## src/hdl/ptmr_defines.vh

```
// Register map, field positions and reset values of the periodic timer.
// Assumes the including file owns the clock and reset.
`ifndef PTMR_DEFINES_VH
`define PTMR_DEFINES_VH
`define PTMR_ADDR_W 4
`define PTMR_OFF_CTRL0 4'h0
`define PTMR_OFF_CTRL1 4'h1
`define PTMR_OFF_CTRL2 4'h2
`define PTMR_OFF_CNTL 4'h3
`define PTMR_OFF_CNTH 4'h4
`define PTMR_OFF_CMPAL 4'h5
`define PTMR_OFF_CMPAH 4'h6
`define PTMR_OFF_CMPBL 4'h7
`define PTMR_OFF_CMPBH 4'h8
`define PTMR_OFF_PERL 4'h9
`define PTMR_OFF_PERH 4'hA
`define PTMR_CTRL_RST 8'h00
`define PTMR_HOLD_BIT 7
`define PTMR_CKSEL_HI 6
`define PTMR_CKSEL_LO 4
`define PTMR_RUN_BIT 3
`define PTMR_MODE_HI 7
`define PTMR_MODE_LO 6
`define PTMR_PFS_HI 5
`define PTMR_PFS_LO 4
`define PTMR_OIL_BIT 3
`define PTMR_INV_BIT 2
`define PTMR_CAPSRC_BIT 1
`define PTMR_CLRSRC_BIT 0
`define PTMR_MODE_CMP 2'h0
`define PTMR_MODE_CAP 2'h1
`define PTMR_MODE_PWM 2'h2
`define PTMR_MODE_TMR 2'h3
`define PTMR_CK_SYS4 3'h0
`define PTMR_CK_SYS 3'h1
`define PTMR_CK_HI16 3'h2
`define PTMR_CK_HI64 3'h3
`define PTMR_CK_SUB0 3'h4
`define PTMR_CK_SUB1 3'h5
`define PTMR_CK_EXTR 3'h6
`define PTMR_CK_EXTF 3'h7
`define PTMR_DIV_SYS 4
`define PTMR_DIV_HI16 16
`define PTMR_DIV_HI64 64
`endif

```

## src/hdl/ptmr_top.v

```verilog
// Periodic 10-bit timer: registers, clock select, counter, compare, capture, output pin.
// Assumes one 10 MHz clock, synchronous high reset, and high and sub clock ticks as enables.
//
// Implementation choices: the register offsets and the address-and-strobe port.
`timescale 1ns/1ps
`include "ptmr_defines.vh"
module ptmr_top
#(
  parameter CW = 10
)
(
  input wire CLOCK_I, // 10 MHz system clock
  input wire SRST_I, // Synchronous reset, active high
  input wire [`PTMR_ADDR_W-1:0] ADDR_I, // Register index
  input wire [7:0] WDATA_I, // Write data
  input wire WR_I, // Write strobe
  input wire RD_I, // Read strobe
  output reg [7:0] RDATA_O, // Read data, cycle after strobe
  input wire HIGH_TICK_I, // High clock enable pulse
  input wire SUB_TICK_I, // Sub clock enable pulse
  input wire EXT_CLOCK_PIN_I, // External clock pin
  input wire CAPTURE_INPUT_PIN_I, // Capture input pin
  output reg TIMER_OUTPUT_PIN_O // Timer output pin
);
  reg [7:0] ctrl0_reg;
  reg [7:0] ctrl1_reg;
  reg [1:0] capclr_reg;
  reg latch_edge_reg;
  reg [CW-1:0] cnt_reg;
  reg [CW-1:0] cmpa_reg;
  reg [CW-1:0] cmpb_reg;
  reg [CW-1:0] per_reg;
  reg run_last_reg;
  reg out_reg;
  reg [1:0] div4_reg;
  reg [5:0] hdiv_reg;
  reg tick;
  reg [7:0] rd_next;
  wire ext_rise;
  wire ext_fall;
  wire cap_rise;
  wire cap_fall;
  wire counter_hold = ctrl0_reg[`PTMR_HOLD_BIT];
  wire [2:0] count_clock_select = ctrl0_reg[`PTMR_CKSEL_HI:`PTMR_CKSEL_LO];
  wire timer_run = ctrl0_reg[`PTMR_RUN_BIT];
  wire [1:0] operating_mode_select = ctrl1_reg[`PTMR_MODE_HI:`PTMR_MODE_LO];
  wire [1:0] pin_function_select = ctrl1_reg[`PTMR_PFS_HI:`PTMR_PFS_LO];
  wire output_initial_level = ctrl1_reg[`PTMR_OIL_BIT];
  wire output_invert = ctrl1_reg[`PTMR_INV_BIT];
  wire capture_source_select = ctrl1_reg[`PTMR_CAPSRC_BIT];
  wire clear_source_select = ctrl1_reg[`PTMR_CLRSRC_BIT];
  wire run_rise = timer_run & ~run_last_reg;
  wire counting = timer_run & ~counter_hold & ~run_rise;
  wire mode_cap = (operating_mode_select == `PTMR_MODE_CAP);
  wire mode_pwm = (operating_mode_select == `PTMR_MODE_PWM);
  wire mode_tmr = (operating_mode_select == `PTMR_MODE_TMR);
  wire match_a = counting & tick & (cnt_reg == cmpa_reg);
  wire match_p = counting & tick & (cnt_reg == per_reg);
  wire overflow = counting & tick & (&cnt_reg);
  wire trig_rise = capture_source_select ? ext_rise : cap_rise;
  wire trig_fall = capture_source_select ? ext_fall : cap_fall;
  wire cap_on = mode_cap & timer_run & (pin_function_select != 2'h3);
  wire take_rise = cap_on & trig_rise & (pin_function_select != 2'h1);
  wire take_fall = cap_on & trig_fall & (pin_function_select != 2'h0);
  wire route_b = (capclr_reg != 2'h0);
  wire edge_clr = mode_cap & timer_run & ((capclr_reg[0] & trig_rise) | (capclr_reg[1] & trig_fall));
  reg do_clear;

  ptmr_edge u_ext
  (
    .clk_i(CLOCK_I),
    .srst_i(SRST_I),
    .pin_i(EXT_CLOCK_PIN_I),
    .rise_o(ext_rise),
    .fall_o(ext_fall)
  );

  ptmr_edge u_cap
  (
    .clk_i(CLOCK_I),
    .srst_i(SRST_I),
    .pin_i(CAPTURE_INPUT_PIN_I),
    .rise_o(cap_rise),
    .fall_o(cap_fall)
  );

  // Prescalers for the divided sources
  always @(posedge CLOCK_I)
  begin
    if (SRST_I)
    begin
      div4_reg <= 2'h0;
      hdiv_reg <= 6'h00;
    end
    else
    begin
      div4_reg <= div4_reg + 2'h1;
      if (HIGH_TICK_I)
        hdiv_reg <= hdiv_reg + 6'h01;
    end
  end

  always @*
  begin
    case (count_clock_select)
      `PTMR_CK_SYS4: tick = (div4_reg == 2'h3);
      `PTMR_CK_SYS: tick = 1'b1;
      `PTMR_CK_HI16: tick = HIGH_TICK_I & (hdiv_reg[3:0] == 4'hF);
      `PTMR_CK_HI64: tick = HIGH_TICK_I & (hdiv_reg == 6'h3F);
      `PTMR_CK_SUB0: tick = SUB_TICK_I;
      `PTMR_CK_SUB1: tick = SUB_TICK_I;
      `PTMR_CK_EXTR: tick = ext_rise;
      `PTMR_CK_EXTF: tick = ext_fall;
      default: tick = 1'b0;
    endcase
  end

  // Clear source decision
  always @*
  begin
    do_clear = 1'b0;
    // Zero period means the full 10-bit range, so overflow clears unless compare A is the clear source
    if (mode_cap)
      do_clear = (per_reg == {CW{1'b0}}) ? overflow : match_p;
    else if (mode_pwm)
      do_clear = (per_reg == {CW{1'b0}}) ? overflow : match_p;
    else if (clear_source_select)
      do_clear = match_a;
    else
      do_clear = (per_reg == {CW{1'b0}}) ? overflow : match_p;
  end

  // Counter, run edge and capture edge clears
  always @(posedge CLOCK_I)
  begin
    if (SRST_I)
    begin
      cnt_reg <= {CW{1'b0}};
      run_last_reg <= 1'b0;
    end
    else
    begin
      run_last_reg <= timer_run;
      if (run_rise)
        cnt_reg <= {CW{1'b0}};
      else if (edge_clr)
        cnt_reg <= {CW{1'b0}};
      else if (counting & tick)
        cnt_reg <= do_clear ? {CW{1'b0}} : cnt_reg + {{(CW-1){1'b0}}, 1'b1};
    end
  end

  // Register writes and capture latching
  always @(posedge CLOCK_I)
  begin
    if (SRST_I)
    begin
      ctrl0_reg <= `PTMR_CTRL_RST;
      ctrl1_reg <= `PTMR_CTRL_RST;
      capclr_reg <= 2'h0;
      latch_edge_reg <= 1'b0;
      cmpa_reg <= {CW{1'b0}};
      cmpb_reg <= {CW{1'b0}};
      per_reg <= {CW{1'b0}};
    end
    else
    begin
      if (WR_I)
      begin
        case (ADDR_I)
          `PTMR_OFF_CTRL0: ctrl0_reg <= {WDATA_I[7:3], 3'h0};
          `PTMR_OFF_CTRL1: ctrl1_reg <= WDATA_I;
          `PTMR_OFF_CTRL2: capclr_reg <= WDATA_I[2:1];
          `PTMR_OFF_CMPAL: cmpa_reg[7:0] <= WDATA_I;
          `PTMR_OFF_CMPAH: cmpa_reg[CW-1:8] <= WDATA_I[CW-9:0];
          `PTMR_OFF_CMPBL: cmpb_reg[7:0] <= WDATA_I;
          `PTMR_OFF_CMPBH: cmpb_reg[CW-1:8] <= WDATA_I[CW-9:0];
          `PTMR_OFF_PERL: per_reg[7:0] <= WDATA_I;
          `PTMR_OFF_PERH: per_reg[CW-1:8] <= WDATA_I[CW-9:0];
          default: ;
        endcase
      end
      if (take_rise & route_b)
        cmpb_reg <= cnt_reg;
      else if (take_rise)
        cmpa_reg <= cnt_reg;
      if (take_fall)
        cmpa_reg <= cnt_reg;
      if (take_rise)
        latch_edge_reg <= 1'b1;
      else if (take_fall)
        latch_edge_reg <= 1'b0;
    end
  end

  // Output level logic
  always @(posedge CLOCK_I)
  begin
    if (SRST_I)
      out_reg <= 1'b0;
    else if (run_rise)
      out_reg <= output_initial_level;
    else if (operating_mode_select == `PTMR_MODE_CMP && match_a)
    begin
      case (pin_function_select)
        2'h1: out_reg <= 1'b0;
        2'h2: out_reg <= 1'b1;
        2'h3: out_reg <= ~out_reg;
        default: out_reg <= out_reg;
      endcase
    end
    else if (mode_pwm)
    begin
      case (pin_function_select)
        2'h0: out_reg <= ~output_initial_level;
        2'h1: out_reg <= output_initial_level;
        2'h2: out_reg <= (timer_run && cnt_reg < cmpa_reg) ? output_initial_level : ~output_initial_level;
        2'h3: out_reg <= (timer_run && !match_a) ? out_reg : ~output_initial_level;
        default: out_reg <= out_reg;
      endcase
    end
  end

  always @(posedge CLOCK_I)
  begin
    if (SRST_I)
      TIMER_OUTPUT_PIN_O <= 1'b0;
    else if (mode_tmr | mode_cap)
      TIMER_OUTPUT_PIN_O <= 1'b0;
    else
      TIMER_OUTPUT_PIN_O <= out_reg ^ output_invert;
  end

  always @*
  begin
    case (ADDR_I)
      `PTMR_OFF_CTRL0: rd_next = ctrl0_reg;
      `PTMR_OFF_CTRL1: rd_next = ctrl1_reg;
      `PTMR_OFF_CTRL2: rd_next = {5'h00, capclr_reg, latch_edge_reg};
      `PTMR_OFF_CNTL: rd_next = cnt_reg[7:0];
      `PTMR_OFF_CNTH: rd_next = {6'h00, cnt_reg[CW-1:8]};
      `PTMR_OFF_CMPAL: rd_next = cmpa_reg[7:0];
      `PTMR_OFF_CMPAH: rd_next = {6'h00, cmpa_reg[CW-1:8]};
      `PTMR_OFF_CMPBL: rd_next = cmpb_reg[7:0];
      `PTMR_OFF_CMPBH: rd_next = {6'h00, cmpb_reg[CW-1:8]};
      `PTMR_OFF_PERL: rd_next = per_reg[7:0];
      `PTMR_OFF_PERH: rd_next = {6'h00, per_reg[CW-1:8]};
      default: rd_next = 8'h00;
    endcase
  end

  always @(posedge CLOCK_I)
  begin
    if (SRST_I)
      RDATA_O <= 8'h00;
    else if (RD_I)
      RDATA_O <= rd_next;
    else
      RDATA_O <= 8'h00;
  end
endmodule

```

## src/hdl/ptmr_edge.v

```verilog
// Two-flop synchroniser with rise and fall pulse detection.
// Assumes the input is a slow external pin level.
`timescale 1ns/1ps
module ptmr_edge
(
  input wire clk_i, // Clock
  input wire srst_i, // Synchronous reset
  input wire pin_i, // Raw pin level
  output reg rise_o, // Rising edge pulse
  output reg fall_o // Falling edge pulse
);
  reg meta_reg;
  reg sync_reg;
  reg last_reg;
  always @(posedge clk_i)
  begin
    if (srst_i)
    begin
      meta_reg <= 1'b0;
      sync_reg <= 1'b0;
      last_reg <= 1'b0;
      rise_o <= 1'b0;
      fall_o <= 1'b0;
    end
    else
    begin
      meta_reg <= pin_i;
      sync_reg <= meta_reg;
      last_reg <= sync_reg;
      rise_o <= sync_reg & ~last_reg;
      fall_o <= ~sync_reg & last_reg;
    end
  end
endmodule

```

## config.mk

```make
export PLATFORM = sky130hd
export DESIGN_NAME = ptmr_top
export DESIGN_NICKNAME = d
export VERILOG_FILES = /design/src/hdl/ptmr_top.v /design/src/hdl/ptmr_edge.v
export VERILOG_INCLUDE_DIRS = /design/src /design/src/hdl
export SDC_FILE = /design/constraint.sdc
export NUM_CORES = 1
export LEC_CHECK = 0
export BUFFER_PORTS_ARGS = -buffer_cell sky130_fd_sc_hd__buf_4
export CAP_MARGIN = 0
export CORE_ASPECT_RATIO = 0.9
export CORE_MARGIN = 2
export CORE_UTILIZATION = 25
export CTS_CLUSTER_DIAMETER = 120
export DETAILED_ROUTE_END_ITERATION = 6
export PLACE_DENSITY_LB_ADDON = 0.1
export SYNTH_ARGS = -nofsm -noshare
export SYNTH_HDL_FRONTEND = slang
export SYNTH_HIERARCHICAL = 1
export SYNTH_SLANG_ARGS = --single-unit
```

## constraint.sdc

```tcl
create_clock -name CLOCK_I -period 3.55 [get_ports CLOCK_I]
set_input_delay 1.065 -clock CLOCK_I [delete_from_list [all_inputs] [get_ports CLOCK_I]]
set_output_delay 1.065 -clock CLOCK_I [all_outputs]
set_load 0.02 [all_outputs]
```

==> results.md, run 1 <==
* Outcome: complete, no violations
* Critical path type: input port to flip-flop
* Post-CTS Setup Inserts at 0
* Placed Instances at 777
* First-pass DRT Iterations at 5
* Residual DRC at 0
* Post-synth cell types at 50
* Clock Tree Root: clkbuf_16
* Crit path required time at 3.80 ns
* P_leak at 0.00214 uW
* Avg Cell Area, Syn at 8.63 um2
* Num CTS Buffers at 9
* Setup crit end kind: flip-flop
* Hold_ws at 0.418 ns
* ANT cells at 0
* Slowest stage delay, CP at 0.74 ns
* Critical Path Start Type: input port
* Vias/cell at 4.90
* Sequential share of power at 0.463
* Layout Nets at 585
* Placed wire-length estimate at 10700 um
* Clock transition at path regs at 0.06 ns
* Die height at 132 um
* FF+latch count, synth at 85
* Post-DRT Antenna Nets at 0
* Layout cells sized above 1 at 0.130
* Final max-slew violation count at 0
* Mapped Nets at 565
* Die width at 146 um
* Finished Layout Cells at 793
* Worst reg-to-reg path cell count at 8
* Reg2reg setup slack at 0.97 ns
* Max cap viols at 0
* Core area at 0.0177 mm2
* CTS tree: yes
* Final Skew at 0.00602 ns
* Synthesized cell area at 0.00456 mm2
* First-pass GRT wire length at 22800 um
* Sequential-to-total area share from yosys stat at 0.374
* Internal Power at 1580 uW
* Global Route Usage Sum at 0.156
* Clock Power Share at 0.465
* Minimum clock period at 2.63 ns
* Reg-to-Reg End: cnt_reg[5]
* PortBufs at 28
* Initial antenna violation count at 0
* Top Family by Delay on Critical Path: compound AO/OA/AOI/OAI gates
* Ys flop type: dfxtp_1
* Worst Hold End: u_ext/rise_o
* RSZ-0062 raised after global routing: no
* Hold path startpoint: u_ext/last_reg
* DRT iter0 DRCs at 287
* Cells after Synth at 528
* Total wire length at 14500 um
* Sw Share at 0.257
* Relative slew margins at 0.443
* Routed vias at 3889
* Top Ports at 29
* Die area at 0.0193 mm2
* Asr flop ratio synth at 0
* Critical-path top delay cell: a2111oi_0
* Achievable Freq at 380 MHz
* Tcrit/Tclk final at 0.742
* Endpoints failing hold at 0
* Worst reg2reg startpoint: cnt_reg[1]
* Layout area overhead at 16.7%
* Crit path buf inv count at 2
* Max Buffers Root-to-Sink at 2
* CTS Sinks at 85
* Core Rows at 46
* Yosys warns at 6
* CP max FO at 9
* P per Cell Area at 399 mW/mm2
* Post-cts sizing count at 0
* Final setup fails at 0
* CTS H-tree lvls at 3
* Cts hold-fix bufs at 0
* Commonest non-fill, non-tap cell in the layout: dfxtp_1
* Worst vdd ir at 0.000254 V
* Crit path arrival time at 2.88 ns
* Wire per inst at 18.3 um
* Crit-path cells: buf_4 > inv_1 > a2111oi_0 > a31o_2 > nand4_1 > and2_1 > a311oi_1
* Initial core utilization at 0.257
* Worst-skew pair later-pin latency at 0.35 ns
* Pin count of the biggest net entering global routing at 45
* Post-synth EDFFs at 0
* Worst hold-check path type: flip-flop to flip-flop
* Vias in the first global route at 3786
* Setup_tns at 0 ns
* Most frequent cells in the layout: 85 x dfxtp_1, 78 x nor2_1, 50 x mux2i_1
* Placer Congestion at 0.794
* Hold depth at 1
* Global route overflow at 0
* Sw Pwr at 545 uW
* Comb power frac at 0.071
* Worst-Margin Slew at 0.814 ns
## per-stage QoR
step	util	instance area [um2]	power, uW	worst slack (ns)
final	0.300	5320	2120	0.918
after floorplan	-	4560	1090	1.07
after global placement	0.283	5010	1160	0.608
after global routing	0.300	5320	2200	0.779
after CTS	0.300	5320	2150	0.921
after detailed placement	0.283	5010	1160	0.574
## layer usage
layer | track usage | wire length (um) | up-vias
met5 | 0 | 0 | -
met4 | 0.0410 | 170 | 0
met3 | 0.0349 | 572 | 11
met2 | 0.241 | 6290 | 67
met1 | 0.219 | 7460 | 1879
li1 | - | - | 1932
## cell usage after synthesis, drive strengths merged (2+ instances only)
| master | count | share of area |
|---|---|---|
| a211oi | 17 | 0.028 |
| a21oi | 18 | 0.020 |
| a222oi | 3 | 0.0066 |
| a22o | 9 | 0.017 |
| a22oi | 3 | 0.0049 |
| a31o | 2 | 0.0038 |
| a31oi | 10 | 0.014 |
| a32oi | 5 | 0.0096 |
| and2 | 7 | 0.0099 |
| and3 | 6 | 0.0085 |
| buf | 10 | 0.014 |
| clkbuf | 19 | 0.016 |
| dfxtp | 85 | 0.37 |
| ha | 17 | 0.047 |
| inv | 23 | 0.019 |
| mux2 | 11 | 0.027 |
| mux2i | 50 | 0.11 |
| nand2 | 27 | 0.022 |
| nand2b | 5 | 0.0069 |
| nand3 | 24 | 0.029 |
| nand3b | 4 | 0.0066 |
| nand4 | 9 | 0.012 |
| nor2 | 78 | 0.064 |
| nor2b | 15 | 0.021 |
| nor3 | 6 | 0.0066 |
| nor3b | 5 | 0.0082 |
| nor4 | 7 | 0.0096 |
| o21ai | 19 | 0.021 |
| o31ai | 5 | 0.0082 |
| o32ai | 2 | 0.0038 |
| or2 | 2 | 0.0027 |
| xnor2 | 3 | 0.0058 |
| xor2 | 13 | 0.025 |
## power by group through the flow
stage / Combinational (uW) / Sequential, uW / Clock (uW)
3_5_place_dp: 152 / 1000 / 0
4_1_cts: 152 / 983 / 1020
5_1_grt: 166 / 985 / 1050
6_report: 151 / 983 / 987
2_1_floorplan: 94.1 / 999 / 0
3_3_place_gp: 151 / 1000 / 0
## kinds of logic after synthesis
family                   count (synthesis)  synth area share
AO/OA/AOI/OAI                           98             0.146
XOR/XNOR                                16            0.0308
adder cells (fa/ha/maj)                 17            0.0467
buffers and inverters                   52            0.0486
flip-flops                              85             0.374
multiplexers                            62             0.142
AND/OR/NAND/NOR                        198             0.213
## worst register-to-register path: stages, from the launching register on
cell and delay [ns]:
dfxtp_1 0.31, buf_4 0.19, ha_1 0.27, nand3_4 0.10
or2_1 0.29, or4_1 0.51, a31o_1 0.39, a32oi_1 0.27
o31ai_1 0.10
## worst max-delay path by stage
| stage | depth (start not counted) | slack, ns | start | endpoint |
|---|---|---|---|---|
| floorplan | 6 | 1.07 | ADDR_I[2] | cmpa_reg[1] |
| global placement | 7 | 0.61 | SUB_TICK_I | out_reg |
| detailed placement | 7 | 0.57 | SUB_TICK_I | out_reg |
| CTS | 7 | 0.92 | SUB_TICK_I | out_reg |
| global route | 7 | 0.78 | SUB_TICK_I | out_reg |
| finish | 7 | 0.92 | SUB_TICK_I | out_reg |
## layout make-up
type,count,area (um2)
multi-input cells,391,2640
flip-flops and latches,85,1700
fillers,1941,12400
clock buffers,9,225
repair buffers,38,285
inverters,23,86.3
well taps,240,300
clock inverters,7,78.8
Power figures use the tool's default switching activity.
==> run 2: changes to the inputs <==
clock period = 2.6 ns   (was 3.55 ns; I/O delays follow)
==> results.md, run 2 (synthesis gave the netlist of run 1 again) <==
* Cts hold-fix bufs at 0
* CTS tree: yes
* Num CTS Buffers at 9
* Max Buffers Root-to-Sink at 2
* Hold_ws at 0.413 ns
* Initial antenna violation count at 0
* Crit path buf inv count at 0
* Clock transition at path regs at 0.08 ns
* Layout cells sized above 1 at 0.155
* Global Route Usage Sum at 0.159
* Worst hold-check path type: flip-flop to flip-flop
* Outcome: complete, no violations
* First-pass DRT Iterations at 5
* Crit-path cells: nor4_1 > nand3_1 > or4_1 > a31o_1 > a32oi_1 > o31ai_1
* Reg-to-Reg End: cnt_reg[7]
* Achievable Freq at 425 MHz
* Vias in the first global route at 3877
* First-pass GRT wire length at 23400 um
* DRT iter0 DRCs at 312
* Top Ports at 29
* Layout area overhead at 19.5%
* Tcrit/Tclk final at 0.906
* Max cap viols at 0
* Die height at 132 um
* Crit path arrival time at 2.59 ns
* Clock Tree Root: clkbuf_16
* Worst vdd ir at 0.000259 V
* Total wire length at 14800 um
* Final max-slew violation count at 0
* P_leak at 0.00224 uW
* Commonest non-fill, non-tap cell in the layout: dfxtp_1
* Post-DRT Antenna Nets at 0
* Initial core utilization at 0.257
* Post-CTS Setup Inserts at 0
* Crit path from: per_reg[4]
* Routed vias at 3896
* Core area at 0.0177 mm2
* Crit path required time at 2.84 ns
* Setup crit end kind: flip-flop
* Worst reg-to-reg path cell count at 6
* Pin count of the biggest net entering global routing at 26
* Final setup fails at 0
* PortBufs at 28
* RSZ-0062 raised after global routing: no
* CP max FO at 14
* Critical-path top delay cell: or4_1
* Wire per inst at 18.3 um
* P per Cell Area at 543 mW/mm2
* Placer Congestion at 0.853
* Slowest stage delay, CP at 0.52 ns
* Core Rows at 46
* Global route overflow at 0
* Endpoints failing hold at 0
* Fin util at 0.307
* Post-cts sizing count at 0
* Minimum clock period at 2.36 ns
* Most frequent cells in the layout: 85 x dfxtp_1, 78 x nor2_1, 54 x buf_4
* Worst reg2reg startpoint: per_reg[4]
* Final WS setup at 0.244 ns
* Reg2reg setup slack at 0.24 ns
* ANT cells at 0
* Layout Nets at 601
* Multi-input gate area at 0.00264 mm2
* Vias/cell at 4.82
* Fillers at 1939
* Register area at 0.00170 mm2
* Worst-skew pair later-pin latency at 0.36 ns
* Crit path capture: cnt_reg[7]
* CTS Sinks at 85
* Die area at 0.0193 mm2
* Top Family by Delay on Critical Path: simple AND/OR/NAND/NOR gates
* Final Skew at 0.0109 ns
* Placed wire-length estimate at 11100 um
* Critical path depth at 6
* Relative slew margins at 0.539
* Critical Path Start Type: flip-flop
* Pre-CTS setup slack at 0.0169 ns
* CTS H-tree lvls at 3
* Die width at 146 um
* Residual DRC at 0
* Critical path type: flip-flop to flip-flop
* Worst-Margin Slew at 0.674 ns
[run 2: cell count changes in the layout (fill, tap and decap cells not counted)]
| cell | change |
|---|---|
| buf_4 | +16 |
| inv_8 | +2 |
| clkinvlp_4 | -2 |
[run 2: power breakdown]
part | total, uW | leakage, uW | internal [uW] | switching, uW
Sequential | 1340 | 0.000688 | 1320 | 18.3
Combinational | 215 | 0.00140 | 80.8 | 134
Clock | 1400 | 0.000151 | 770 | 630
[run 2: final cells by class]
| cell class | count | area share |
|---|---|---|
| clock buffers | 9 | 0.0414 |
| clock inverters | 7 | 0.0159 |
| inverters | 23 | 0.0159 |
| multi-input cells | 391 | 0.485 |
| flip-flops and latches | 85 | 0.313 |
| well taps | 240 | 0.0552 |
| repair buffers | 54 | 0.0745 |
[run 2: worst min path at each step]
stage                   start           end  depth (start not counted)  slack [ns]
2_1_floorplan  u_cap/last_reg  u_cap/rise_o                          1        0.39
3_3_place_gp   u_cap/last_reg  u_cap/rise_o                          1        0.40
3_5_place_dp   u_cap/last_reg  u_cap/rise_o                          1        0.40
4_1_cts        u_cap/last_reg  u_cap/rise_o                          1        0.41
5_1_grt        u_cap/last_reg  u_cap/rise_o                          1        0.43
6_report       u_ext/last_reg  u_ext/rise_o                          1        0.41
[run 2: stage by stage]
stage	TNS (ns)	total power (uW)	instances	cell area (um2)
global route	0	3060	809	5440
finish	0	2960	809	5440
detailed placement	0	1590	793	5130
floorplan	0	1490	528	4560
CTS	0	3000	809	5440
global placement	-0.00803	1590	793	5130
[run 2: routing by layer]
layer  routed length, um  track usage  part of all wire
met1                7400        0.225              0.50
met2                6450        0.241              0.44
met3                 678       0.0346             0.046
met4                 280       0.0491             0.019
met5                   0            0                 0
==> run 3: changes to the inputs <==
CORE_MARGIN = 1   (was 2)
REMOVE_ABC_BUFFERS = 1   (was not set)
==> results.md, run 3 (synthesis gave the netlist of run 1 again) <==
* Outcome: complete, no violations
* Hold depth at 1
* Worst-skew pair later-pin latency at 0.35 ns
* Tcrit/Tclk final at 0.895
* Setup_tns at 0 ns
* CP max FO at 14
* P per Cell Area at 525 mW/mm2
* First-pass DRT Iterations at 5
* P_leak at 0.00223 uW
* Max Buffers Root-to-Sink at 2
* Residual DRC at 0
* Internal Power at 2110 uW
* Endpoints failing hold at 0
* Vias in the first global route at 3940
* Routed vias at 3956
* Final max-slew violation count at 0
* Worst-Margin Slew at 0.656 ns
* Fillers at 1929
* Total wire length at 14600 um
* Final Skew at 0.0115 ns
* Final Cell Area at 0.00543 mm2
* Layout area overhead at 19.3%
* Global Route Usage Sum at 0.168
* Wire per inst at 18.1 um
* Die height at 130 um
* Sequential share of power at 0.470
* DP Area at 0.00514 mm2
* Placer Congestion at 0.833
* First-pass GRT wire length at 23000 um
* Achievable Freq at 430 MHz
* Die width at 144 um
* Clock Tree Root: clkbuf_16
* Initial antenna violation count at 0
* Critical Path Start Type: flip-flop
* Fin util at 0.306
* Final setup fails at 0
* Hold_ws at 0.412 ns
* Most frequent cells in the layout: 85 x dfxtp_1, 78 x nor2_1, 55 x buf_4
* Commonest non-fill, non-tap cell in the layout: dfxtp_1
* Post-DRT Antenna Nets at 0
* Setup crit end kind: flip-flop
* Crit path arrival time at 2.56 ns
* Sw Share at 0.260
* Initial core utilization at 0.257
* Worst hold-check path type: flip-flop to flip-flop
* Core Rows at 46
* Minimum clock period at 2.33 ns
* Crit path required time at 2.83 ns
* Relative slew margins at 0.561
* Post-CTS Setup Inserts at 0
* PortBufs at 28
* Sw Pwr at 740 uW
* Clock transition at path regs at 0.06 ns
* Die area at 0.0188 mm2
* Worst reg-to-reg path cell count at 7
* Critical path type: flip-flop to flip-flop
* Comb power frac at 0.076
* Placed wire-length estimate at 11000 um
* Vias/cell at 4.88
* DRT iter0 DRCs at 253
* RSZ-0062 raised after global routing: no
* Layout Nets at 602
* Worst vdd ir at 0.000245 V
* ANT cells at 0
* Layout cells sized above 1 at 0.156
* Global route overflow at 0
* CTS H-tree lvls at 3
* Core area at 0.0177 mm2
* Cts hold-fix bufs at 0
* Clock Power Share at 0.454
* Pin count of the biggest net entering global routing at 39
* CTS Sinks at 85
* Post-cts sizing count at 0
* Top Ports at 29
* CTS tree: yes
* Max cap viols at 0
* Num CTS Buffers at 9
run 3: path summary, 6_finish.rpt:
check / endpoint / slack, ns / from
worst max-delay path: cnt_reg[7] / 0.27 / cnt_reg[0]
worst min register to register: u_cap/rise_o / 0.41 / u_cap/last_reg
worst min-delay path: u_cap/rise_o / 0.41 / u_cap/last_reg
worst max register to register: cnt_reg[7] / 0.27 / cnt_reg[0]
run 3: through the flow:
step | power [uW] | setup slack (ns) | std cells
after floorplan | 1460 | 0.157 | 499
after global placement | 1590 | 0.207 | 794
after detailed placement | 1590 | 0.139 | 794
after CTS | 2900 | 0.273 | 810
after global routing | 2970 | 0.0802 | 810
final | 2850 | 0.274 | 810
run 3: cell type report:
| cell class | count | area (um2) | share of cell area |
|---|---|---|---|
| Sequential cell | 85 | 1700 | 0.313 |
| Timing Repair Buffer | 55 | 413 | 0.0760 |
| Clock buffer | 11 | 253 | 0.0465 |
| Tap cell | 240 | 300 | 0.0553 |
| Multi-Input combinational cell | 391 | 2640 | 0.485 |
| Inverter | 23 | 86.3 | 0.0159 |
| Clock inverter | 5 | 41.3 | 0.00760 |
run 3: worst max-delay path: stages (launching register included):
cell and delay (ns):
dfxtp_1 0.34, ha_1 0.24, nand3_4 0.10, or2_1 0.28, or4_1 0.50, a31o_1 0.39
a32oi_1 0.27, o31ai_1 0.10
run 3: per-layer routing:
layer | track usage | part of all wire | vias up | wire length, um
li1 | - | - | 1964 | -
met1 | 0.227 | 0.51 | 1892 | 7510
met2 | 0.258 | 0.43 | 85 | 6250
met3 | 0.0418 | 0.038 | 15 | 562
met4 | 0.0588 | 0.022 | 0 | 318
met5 | 0 | 0 | - | 0
run 3: power by group through the flow:
stage                     clock [uW]  combinational (uW)  sequential [uW]
after floorplan                    0                99.0             1360
after global placement             0                 216             1370
after detailed placement           0                 216             1370
after CTS                       1340                 217             1340
after global routing            1390                 237             1340
final                           1300                 216             1340
